===== config.mk =====
export PLATFORM = sky130hd
export DESIGN_NAME = pcie_events
export DESIGN_NICKNAME = d
export VERILOG_FILES = /design/src/logic/pcie_pkg.sv /design/src/logic/pcie_events.sv /design/src/logic/pcie_edge.sv
export SDC_FILE = /design/constraint.sdc
export NUM_CORES = 1
export LEC_CHECK = 0
export BUFFER_PORTS_ARGS = -buffer_cell sky130_fd_sc_hd__buf_2
export CORE_ASPECT_RATIO = 1.1
export CORE_MARGIN = 4
export CORE_UTILIZATION = 37
export DETAILED_ROUTE_END_ITERATION = 7
export PLACE_DENSITY = 0.65
export SYNTH_ARGS = -nofsm -noshare
export SYNTH_HDL_FRONTEND = slang
export SYNTH_HIERARCHICAL = 1
export SYNTH_SLANG_ARGS = --single-unit

===== constraint.sdc =====
create_clock -name clk_sys_in -period 2.55 [get_ports clk_sys_in]
set_clock_uncertainty 0.05 [all_clocks]
set_input_delay 0 -clock clk_sys_in [delete_from_list [all_inputs] [get_ports clk_sys_in]]
set_output_delay 0 -clock clk_sys_in [all_outputs]
set_load 0.005 [all_outputs]

===== src/logic/pcie_pkg.sv =====
package pcie_pkg;
  // Register offsets
  localparam logic [7:0] OFS_STATUS_FLAGS = 8'h04;
  localparam logic [7:0] OFS_STATUS_MASK  = 8'h05;
  localparam logic [7:0] OFS_GLOBAL_CTRL  = 8'h1E;
  localparam logic [7:0] OFS_CARD_INTCTRL = 8'h91;
  localparam logic [7:0] OFS_SOCK_EVENT   = 8'hA0;
  localparam logic [7:0] OFS_SOCK_MASK    = 8'hA4;
  localparam logic [7:0] OFS_SIGNAL_CTRL  = 8'hA8;
  // Legacy flag bit positions
  localparam int BIT_BATT_ONE   = 0;
  localparam int BIT_BATT_TWO   = 1;
  localparam int BIT_READY      = 2;
  localparam int BIT_PWR_DONE   = 3;
  localparam int BIT_IO_STATUS  = 0;
  // Socket event bit positions
  localparam int BIT_SE_STATUS  = 0;
  localparam int BIT_SE_DET_ONE = 1;
  localparam int BIT_SE_DET_TWO = 2;
  localparam int BIT_SE_PWR     = 3;
  localparam int BIT_CLR_METHOD = 2;
  localparam int BIT_FUNC_REQ   = 0;
  // Reset values
  localparam logic [7:0] RST_BYTE = 8'h00;
  localparam logic [1:0] RST_SCHEME = 2'h0;
  localparam int NUM_TERMINALS  = 7;
  // Power-up settle time and derived count
  localparam int PWR_SETTLE_US  = 1;
  localparam int CLK_MHZ        = 100;
  localparam int PWR_SETTLE_CYC = PWR_SETTLE_US * CLK_MHZ;

  typedef enum logic [1:0] { PCIE_CARD_MEM, PCIE_CARD_IO, PCIE_CARD_CB, PCIE_CARD_NONE } pcie_card_t;
endpackage


===== src/logic/pcie_events.sv =====
`timescale 1ns/1ps
module pcie_events (
  input  wire logic        clk_sys_in,      // System clock
  input  wire logic        rst_n_in,        // Async reset, active low
  input  wire logic        reg_wr_in,       // Register write strobe
  input  wire logic        reg_rd_in,       // Register read strobe
  input  wire logic [7:0]  reg_addr_in,     // Register offset
  input  wire logic [7:0]  reg_wdata_in,    // Write data
  output logic      [7:0]  reg_rdata_out,   // Read data
  input  wire logic [1:0]  card_type_in,    // Inserted card type
  input  wire logic        battery_detect_one_in, // Battery one / status changed pin
  input  wire logic        battery_detect_two_in, // Battery two / audio pin
  input  wire logic        pin_ready_in,    // Ready / interrupt request pin
  input  wire logic        card_detect_one_in, // Card detect one
  input  wire logic        card_detect_two_in, // Card detect two
  input  wire logic        power_request_in,   // Host requested socket power
  output logic [6:0]       multifunction_terminals_out // Interrupt terminals
);
  logic [7:0] flags_r, mask_r, gctrl_r, sevent_r, smask_r, sigctl_r;
  logic [7:0] flags_nxt, sevent_nxt;
  logic       func_req_r;
  logic [15:0] pwr_cnt_r;
  logic       pwr_busy_r, pwr_done_r;
  logic       b1_ch, b2_ch, rdy_ch, st_rise, cd1_ch, cd2_ch, unused_r1, unused_r2, unused_r3;
  logic       cd1_rise_unused, cd2_rise_unused;
  logic       is_mem, is_io, is_cb, func_valid, status_int, func_int;
  logic [7:0] rdata_nxt;

  // ---------------------------------------------------------------
  // Pin interpretation per card type
  // ---------------------------------------------------------------
  assign is_mem = (card_type_in == pcie_pkg::PCIE_CARD_MEM);
  assign is_io  = (card_type_in == pcie_pkg::PCIE_CARD_IO);
  assign is_cb  = (card_type_in == pcie_pkg::PCIE_CARD_CB);

  pcie_edge u_b1  (.clk_sys_in(clk_sys_in), .rst_n_in(rst_n_in), .sig_in(battery_detect_one_in),
                   .rise_out(st_rise), .any_out(b1_ch));
  pcie_edge u_b2  (.clk_sys_in(clk_sys_in), .rst_n_in(rst_n_in), .sig_in(battery_detect_two_in),
                   .rise_out(unused_r1), .any_out(b2_ch));
  pcie_edge u_rdy (.clk_sys_in(clk_sys_in), .rst_n_in(rst_n_in), .sig_in(pin_ready_in),
                   .rise_out(unused_r2), .any_out(rdy_ch));
  pcie_edge u_cd1 (.clk_sys_in(clk_sys_in), .rst_n_in(rst_n_in), .sig_in(card_detect_one_in),
                   .rise_out(cd1_rise_unused), .any_out(cd1_ch));
  pcie_edge u_cd2 (.clk_sys_in(clk_sys_in), .rst_n_in(rst_n_in), .sig_in(card_detect_two_in),
                   .rise_out(cd2_rise_unused), .any_out(cd2_ch));
  assign unused_r3 = unused_r1 ^ unused_r2 ^ cd1_rise_unused ^ cd2_rise_unused;

  // ---------------------------------------------------------------
  // Power-up sequence timer
  // ---------------------------------------------------------------
  always_ff @(posedge clk_sys_in or negedge rst_n_in)
  begin
    if (!rst_n_in)
    begin
      pwr_cnt_r  <= 16'h0000;
      pwr_busy_r <= 1'b0;
      pwr_done_r <= 1'b0;
    end
    else
    begin
      pwr_done_r <= 1'b0;
      if (!power_request_in)
      begin
        pwr_busy_r <= 1'b0;
        pwr_cnt_r  <= 16'h0000;
      end
      else if (!pwr_busy_r && pwr_cnt_r == 16'h0000)
      begin
        pwr_busy_r <= 1'b1;
        pwr_cnt_r  <= 16'(pcie_pkg::PWR_SETTLE_CYC);
      end
      else if (pwr_busy_r)
      begin
        // Count parks at one until power drops, so done fires once
        if (pwr_cnt_r == 16'h0001)
        begin
          pwr_busy_r <= 1'b0;
          pwr_done_r <= 1'b1;
        end
        else
        begin
          pwr_cnt_r <= pwr_cnt_r - 16'h0001;
        end
      end
    end
  end

  // ---------------------------------------------------------------
  // Flag next values; set wins over clear
  // ---------------------------------------------------------------
  always_comb
  begin
    flags_nxt = flags_r;
    if (reg_rd_in && reg_addr_in == pcie_pkg::OFS_STATUS_FLAGS &&
        !gctrl_r[pcie_pkg::BIT_CLR_METHOD])
      flags_nxt = 8'h00;
    else if (reg_wr_in && reg_addr_in == pcie_pkg::OFS_STATUS_FLAGS &&
             gctrl_r[pcie_pkg::BIT_CLR_METHOD])
      flags_nxt = flags_r & ~reg_wdata_in;
    if (is_mem && b1_ch) flags_nxt[pcie_pkg::BIT_BATT_ONE] = 1'b1;
    if (is_mem && b2_ch) flags_nxt[pcie_pkg::BIT_BATT_TWO] = 1'b1;
    if (is_mem && rdy_ch) flags_nxt[pcie_pkg::BIT_READY] = 1'b1;
    if (is_io && st_rise) flags_nxt[pcie_pkg::BIT_IO_STATUS] = 1'b1;
    if ((is_mem || is_io) && pwr_done_r) flags_nxt[pcie_pkg::BIT_PWR_DONE] = 1'b1;
    flags_nxt[7:4] = 4'h0;

    sevent_nxt = sevent_r;
    if (reg_wr_in && reg_addr_in == pcie_pkg::OFS_SOCK_EVENT)
      sevent_nxt = sevent_r & ~reg_wdata_in;
    if (is_cb && st_rise) sevent_nxt[pcie_pkg::BIT_SE_STATUS] = 1'b1;
    if (cd1_ch) sevent_nxt[pcie_pkg::BIT_SE_DET_ONE] = 1'b1;
    if (cd2_ch) sevent_nxt[pcie_pkg::BIT_SE_DET_TWO] = 1'b1;
    if (is_cb && pwr_done_r) sevent_nxt[pcie_pkg::BIT_SE_PWR] = 1'b1;
    sevent_nxt[7:4] = 4'h0;
  end

  always_ff @(posedge clk_sys_in or negedge rst_n_in)
  begin
    if (!rst_n_in)
    begin
      flags_r  <= pcie_pkg::RST_BYTE;
      sevent_r <= pcie_pkg::RST_BYTE;
    end
    else
    begin
      flags_r  <= flags_nxt;
      sevent_r <= sevent_nxt;
    end
  end

  // ---------------------------------------------------------------
  // Writable control registers
  // ---------------------------------------------------------------
  always_ff @(posedge clk_sys_in or negedge rst_n_in)
  begin
    if (!rst_n_in)
    begin
      mask_r   <= pcie_pkg::RST_BYTE;
      gctrl_r  <= pcie_pkg::RST_BYTE;
      smask_r  <= pcie_pkg::RST_BYTE;
      sigctl_r <= pcie_pkg::RST_BYTE;
    end
    else if (reg_wr_in)
    begin
      if (reg_addr_in == pcie_pkg::OFS_STATUS_MASK)
        mask_r <= {4'h0, reg_wdata_in[3:0]};
      else if (reg_addr_in == pcie_pkg::OFS_GLOBAL_CTRL)
        gctrl_r <= reg_wdata_in;
      else if (reg_addr_in == pcie_pkg::OFS_SOCK_MASK)
        smask_r <= {4'h0, reg_wdata_in[3:0]};
      else if (reg_addr_in == pcie_pkg::OFS_SIGNAL_CTRL)
        sigctl_r <= {5'h00, reg_wdata_in[2:0]};
    end
  end

  // ---------------------------------------------------------------
  // Functional request, status change and terminal drive
  // ---------------------------------------------------------------
  assign func_valid = (is_io || is_cb) && power_request_in;
  assign func_int   = func_valid && !pin_ready_in;
  assign status_int = |(flags_r & mask_r) || |(sevent_r & smask_r);

  always_ff @(posedge clk_sys_in or negedge rst_n_in)
  begin
    if (!rst_n_in)
    begin
      func_req_r <= 1'b0;
      multifunction_terminals_out <= 7'h00;
    end
    else
    begin
      func_req_r <= func_int;
      multifunction_terminals_out <= 7'h00;
      case (sigctl_r[1:0])
        2'h0:    // Parallel PCI line on terminal 0
          multifunction_terminals_out[0] <= status_int || func_req_r;
        2'h1:    // PCI line for status change, IRQ line for functional
        begin
          multifunction_terminals_out[0] <= status_int;
          multifunction_terminals_out[1] <= func_req_r;
        end
        default: // Serialized: status change on PCI line, requests on terminal 6
        begin
          multifunction_terminals_out[0] <= status_int;
          multifunction_terminals_out[6] <= func_req_r;
        end
      endcase
    end
  end

  // ---------------------------------------------------------------
  // Read data
  // ---------------------------------------------------------------
  always_comb
  begin
    rdata_nxt = 8'h00;
    if (reg_addr_in == pcie_pkg::OFS_STATUS_FLAGS)      rdata_nxt = flags_r;
    else if (reg_addr_in == pcie_pkg::OFS_STATUS_MASK)  rdata_nxt = mask_r;
    else if (reg_addr_in == pcie_pkg::OFS_GLOBAL_CTRL)  rdata_nxt = gctrl_r;
    else if (reg_addr_in == pcie_pkg::OFS_CARD_INTCTRL) rdata_nxt = {7'h00, func_req_r};
    else if (reg_addr_in == pcie_pkg::OFS_SOCK_EVENT)   rdata_nxt = sevent_r;
    else if (reg_addr_in == pcie_pkg::OFS_SOCK_MASK)    rdata_nxt = smask_r;
    else if (reg_addr_in == pcie_pkg::OFS_SIGNAL_CTRL)  rdata_nxt = {sigctl_r[7:1], sigctl_r[0] ^ (unused_r3 & 1'b0)};
  end

  always_ff @(posedge clk_sys_in or negedge rst_n_in)
  begin
    if (!rst_n_in)
      reg_rdata_out <= 8'h00;
    else if (reg_rd_in)
      reg_rdata_out <= rdata_nxt;
  end
endmodule // pcie_events


===== src/logic/pcie_edge.sv =====
`timescale 1ns/1ps
module pcie_edge (
  input  wire logic clk_sys_in,  // System clock
  input  wire logic rst_n_in,    // Async reset, active low
  input  wire logic sig_in,      // Sampled level
  output logic      rise_out,    // One-cycle rise pulse
  output logic      any_out      // One-cycle change pulse
);
  logic last_r;

  always_ff @(posedge clk_sys_in or negedge rst_n_in)
  begin
    if (!rst_n_in)
    begin
      last_r <= 1'b0;
    end
    else
    begin
      last_r <= sig_in;
    end
  end

  assign rise_out = sig_in & ~last_r;
  assign any_out  = sig_in ^ last_r;
endmodule // pcie_edge


Word-level counts from Yosys, hierarchy flattened. Index checks and enable logic that the tools add are counted.

Muxes and demuxes: 34. Add/sub/neg operators: 1. Reductions and logical operators: 41. Eq/ne operators: 13. Bitwise gates (word level): 15.

Operators by type and width (count): 16-bit 2-to-1 mux (4); 8-bit == test (second input constant) (4); 4-bit 2-to-1 mux (6); 8-bit 2-to-1 mux (3); 1-bit 2-to-1 mux (20); 4-bit bitwise AND (4); 16-bit by 1-bit == test with 1-bit output (second input constant) (1); 8-bit by 3-bit == test with 1-bit output (second input constant) (2); 16-bit zero test (1); 8-bit OR reduction (2); 16-bit by 1-bit subtractor with 16-bit output (second input constant) (1); 1-bit logical AND (15); 3-bit nonzero test (3); 8-bit by 5-bit == test with 1-bit output (second input constant) (1); 2-bit nonzero test (4); 5-bit AND reduction (1); 1-bit XOR (5); 2-bit by 1-bit == test with 1-bit output (second input constant) (2); 2-bit zero test (2); 1-bit logical OR (4); 1-bit NOT (4); 4-bit NOT (1); 2-bit AND reduction (2); 4-bit AND reduction (1); 9 further kinds (11).

Output and inout port bits: 15. Bits of input ports: 28. Bits in registers: 62.

Logic depth before layout (Yosys ltp).
Depth after elaboration: 8. Gate-level depth with buffers: 8. Mapped depth without buffers: 7.

Modules after synthesis. The synthesis kept the hierarchy.

By module, submodules not included: pcie_events (cells each 310, times used 1, area each 3064.2 µm²); pcie_edge (cells each 4, times used 5, area each 45.0 µm²).

Least setup slack after synthesis. Ideal clock, no wire load.

Kind: register -> register. Start point: register pwr_cnt_r[1]. End point: register pwr_cnt_r[15]. Cell stages (with the launch flop): 9. Path slack: 283 ps. Buffers on the path: 1. Library setup time: 124 ps. Arrival time: 2093 ps. Required time: 2376 ps. Clock period less this slack: 2267 ps. Path through: dfrtp_1 -> inv_1 -> ha_1 -> or4b_2 -> nor4_4 -> or2_1 -> buf_6 -> nor3_1 -> a211o_1.

Word-level cells in the longest chain between the ends: 5.

Ends and longest elaborated chain: start, declared (RTL line pcie_events.sv:22) `logic [15:0] pwr_cnt_r;`; start signal, assigned (RTL line pcie_events.sv:70) `pwr_cnt_r <= 16'(pcie_pkg::PWR_SETTLE_CYC);`; start signal, assigned (RTL line pcie_events.sv:82) `pwr_cnt_r <= pwr_cnt_r - 16'h0001;`; 16-bit by 1-bit subtractor with 16-bit output (RTL line pcie_events.sv:82); 16-bit 2-to-1 mux (RTL line pcie_events.sv:75) `if (pwr_cnt_r == 16'h0001)`; 16-bit 2-to-1 mux (RTL line pcie_events.sv:72) `else if (pwr_busy_r)`; 16-bit 2-to-1 mux (RTL line pcie_events.sv:67) `else if (!pwr_busy_r && pwr_cnt_r == 16'h0000)`; 16-bit 2-to-1 mux (RTL line pcie_events.sv:62) `if (!power_request_in)`.

Parallel ways exist; a longest one is shown, timed or not. The select of a mux whose other input is x is not followed. A chain may end at the register's enable or synchronous reset.

Worst setup path in the final report.
Start point: register pwr_cnt_r[1]. End point: register pwr_cnt_r[9].

The elaborated chain is that of the path after synthesis.

==> run summary <==
Async set-or-reset flop fraction in the synthesized netlist: 100%. The largest net degree at the start of global routing came out at 33. The area of the mapped netlist was 3290 sq um.

The kind of launch point of the worst setup path is a flop. The run gives 35 as the cell row count. The first global-routing pass estimated 12.9 mm of wire. The run gives 0 as the number of max-cap violations. The detailed-route wire length per cell was 15.1 um; the static power due to leakage was 1.89 nW.

For the count of inserted antenna diode cells, the log shows 0. Final standard cell count with taps included and fillers excluded: 505. The final hold slack is 0.0307 ns.

The run gives 0 as the initial antenna violation count. Sequential cells burn 37.7% of the power. The number of flops mapped to enable cells by yosys works out to 0.

Switching power total: 1.21 mW. The logs give 6 for the synthesis warning total and 3 for the number of H-tree branching levels. In this run the worst path has a maximum fanout of 9. The total area inside the core boundary comes to 8540 sq um.

For hold timing, the worst endpoint is sevent_r[3]$_DFFE_PN0P_. The run gives 2,694 as the via count. After synthesis the netlist holds a flip-flop and latch count of 62. The length of the first detailed-routing pass in iterations is 4. The tools report the data arrival at the endpoint of the critical path as 2.56 ns. The remaining number of nets flagged by the antenna check after routing is 0.

For the number of global-route vias before repair, the log shows 2,669. The capture instance of the worst register-to-register path is pwr_cnt_r[9]$_DFFE_PN0P_. Counting every instance in the synthesized netlist gives 330. The time the worst path needs with I/O delays and setup works out to 2.38 ns.

The floorplan step set the die width to 97.9 um. The number of DRC markers after the initial detailed-route iteration is 196, and the post-CTS setup buffer count is 0. Worst-skew pair later-pin latency: 0.34 ns. The area of the die is 10,500 sq um, and the TritonCTS buffer count is 9. The final weighted congestion in routability-driven placement is 0.871, and the starting density of the core is 38.5%.

Fraction of power consumed by combinational cells: 36.0%. Of the total power, the share spent switching nets is 36.3%. Among all flip-flop cells after synthesis, the most frequent one is dfrtp_1.

The final layout contains routed wiring with a total length of 7.64 mm. The share of total power dissipated in the clock network is 26.3%. The run gives 0 as the number of max-slew violations in the final report.

43 I/O pins were placed. Derived from the worst setup path, the maximum achievable clock frequency is 421 MHz. Setup total negative slack on the finished layout was measured at 0 ns. TritonCTS built the clock tree.

The worst-case clock buffer depth is 2, and the final routed DRC violation total is 0. Clock tree root buffer cell: clkbuf_8. VDD sags by at most 414 uV. Setup violations remaining at the end of the flow were counted as 0. The hold violation count in the final report was 0; the instance count along the most critical hold path was 3. For the pin with the worst max-slew slack, the measured transition is 0.870 ns. The combined global-route utilization of all metal layers is 15.3%, and the power density relative to cell area is 842 nW/um^2. The depth of the worst register-to-register path is 7, and the height of the die is 107 um. The layout cell share with drive strength beyond 1 is 22.6%, and the cell total after placement is 473. The wire-length estimate of the detail-placed layout is 5.50 mm. The type of the worst min-delay path was in -> reg.

Counting distinct cell types in the post-synthesis netlist gives 58. The sequential cell area fraction in the yosys report is 47.2%, and the final-stage net count is 427. After global routing the overflow that remains totals 0. Data on the critical path is required at its endpoint by 2.73 ns. In this run the register-to-register setup slack is 0.17 ns. The kind of end point of the critical path was a flop. The final cycle utilization of the critical path came out at 93.2%. Setup repair after global routing left no endpoint under its margin.

The post-synthesis average cell area came out at 9.97 sq um. In this run the critical register-to-register path is launched from pwr_cnt_r[1]$_DFFE_PN0P_. The worst hold path begins at card_type_in[1].

The run finished with clean final reports. The count of port buffers added during placement works out to 38. Relative to the synthesized area, the layout overhead comes to 20.7%. The layout filler cell count was 799.

The worst pin sits at a relative slew slack of 41.2%. The tools report the internal power as 2.13 mW. The kind of critical path was reg -> reg. The total number of clock tree sinks is 62, and the clock slew seen by the registers of the worst setup and hold paths is 0.08 ns. In the routed layout, each cell is associated on average with a via count of 5.33.
[flip-flops by register name, indices dropped and copies added, names as in the netlist, 4 cells and up]
| name | cells |
|---|---|
| gctrl_r | 8 |
| smask_r | 4 |
| reg_rdata_out | 8 |
| sevent_r | 4 |
| flags_r | 4 |
| mask_r | 4 |
| pwr_cnt_r | 16 |
[power groups by stage]
stage          Combinational, mW  Sequential, mW  Clock [mW]
6_report                    1.20            1.26       0.879
5_1_grt                     1.35            1.28       0.936
4_1_cts                     1.20            1.26       0.901
3_5_place_dp                1.17            1.27           0
3_3_place_gp                1.15            1.27           0
2_1_floorplan              0.869            1.23           0
[kinds of logic after synthesis]
family | Yosys count | share of synthesized area [%]
flip-flops | 62 | 47.2
other | 1 | 0.114
buffers and inverters | 42 | 5.55
AO/OA/AOI/OAI | 76 | 15.8
adder cells (fa/ha/maj) | 10 | 3.80
multiplexers | 22 | 7.42
AND/OR/NAND/NOR | 117 | 20.1
[worst max path at each step]
stage	start	end	slack, ns	depth (start not counted)
after detailed placement	pwr_cnt_r[1]$_DFFE_PN0P_	pwr_cnt_r[15]$_DFFE_PN0P_	0.1	7
after global placement	pwr_cnt_r[1]$_DFFE_PN0P_	pwr_cnt_r[15]$_DFFE_PN0P_	0.17	7
after floorplan	pwr_cnt_r[1]$_DFFE_PN0P_	pwr_cnt_r[15]$_DFFE_PN0P_	0.28	8
after CTS	pwr_cnt_r[1]$_DFFE_PN0P_	pwr_cnt_r[9]$_DFFE_PN0P_	0.07	7
after global routing	pwr_cnt_r[4]$_DFFE_PN0P_	pwr_cnt_r[10]$_DFFE_PN0P_	0.07	5
final	pwr_cnt_r[1]$_DFFE_PN0P_	pwr_cnt_r[9]$_DFFE_PN0P_	0.17	7
[metrics by stage]
step / setup WS (ns) / util (%) / instance area, sq um / total power [mW]
finish: 0.173 / 46.5 / 3970 / 3.34
CTS: 0.0749 / 46.4 / 3960 / 3.35
detailed placement: 0.0978 / 42.2 / 3600 / 2.44
global placement: 0.166 / 42.2 / 3600 / 2.42
floorplan: 0.283 / - / 3300 / 2.10
global route: 0.0678 / 46.5 / 3970 / 3.57
[worst max-delay path: stages (launching register included)]
cell and delay, ns:
dfrtp_1 0.42, inv_1 0.14, ha_1 0.26, nor4b_2 0.29, and2_1 0.25, a211oi_1 0.11
or2_1 0.36, a221o_1 0.40
[cell usage in the layout (no fill, tap or decap), types with 4 or more instances in the layout]
master and n:
a211o_1 4, a21oi_1 7, a221o_1 4, a22o_1 4
a31oi_1 8, and2_1 6, and3_1 5, buf_2 38
buf_4 4, clkbuf_8 10, conb_1 4, dfrtp_1 62
dlygate4sd3_1 16, ha_1 10, inv_1 28, mux2_2 19
nand2_1 37, nand2b_1 4, nand3_1 7, nor2_1 12
nor2b_1 6, nor3_1 11, nor4_1 4, o21ai_0 18
o22ai_1 8
[synth_stat cells, types with 5 or more instances]
| master | n | area [sq um] |
|---|---|---|
| o22ai_1 | 8 | 50.1 |
| nor2_1 | 12 | 45.0 |
| o21ai_0 | 18 | 90.1 |
| and2_1 | 6 | 37.5 |
| mux2_2 | 19 | 214 |
| inv_1 | 28 | 105 |
| nand2_1 | 37 | 139 |
| a21oi_1 | 7 | 35.0 |
| ha_1 | 10 | 125 |
| and3_1 | 5 | 31.3 |
| nand3_1 | 7 | 35.0 |
| clkbuf_1 | 7 | 26.3 |
| a31oi_1 | 8 | 50.1 |
| dfrtp_1 | 62 | 1550 |
| nor3_1 | 11 | 55.1 |
| nor2b_1 | 6 | 37.5 |
[routing by layer]
| metal | GRT usage, % | vias to the layer above | part of all wire [%] |
|---|---|---|---|
| li1 | - | 1303 | - |
| met4 | 8.31 | 0 | 3.1 |
| met1 | 19.2 | 1302 | 46 |
| met3 | 2.41 | 20 | 3.8 |
| met5 | 0 | - | 0 |
| met2 | 25.2 | 69 | 48 |
[what timing repair did]
action,4_1_cts,5_1_grt
endpoints found under the setup margin,0,7
endpoints found under the hold margin,66,0
hold buffers,16,0
resized for setup,0,2
[area by class of cell]
class	instances	area (sq um)	area share [%]
multi-input cells	229	1580	39.7
clock buffers	11	141	3.56
repair buffers	59	400	10.1
well taps	111	139	3.50
flip-flops and latches	62	1550	39.1
clock inverters	5	58.8	1.48
inverters	28	105	2.65
No activity file was read; power rests on OpenSTA's default activity.
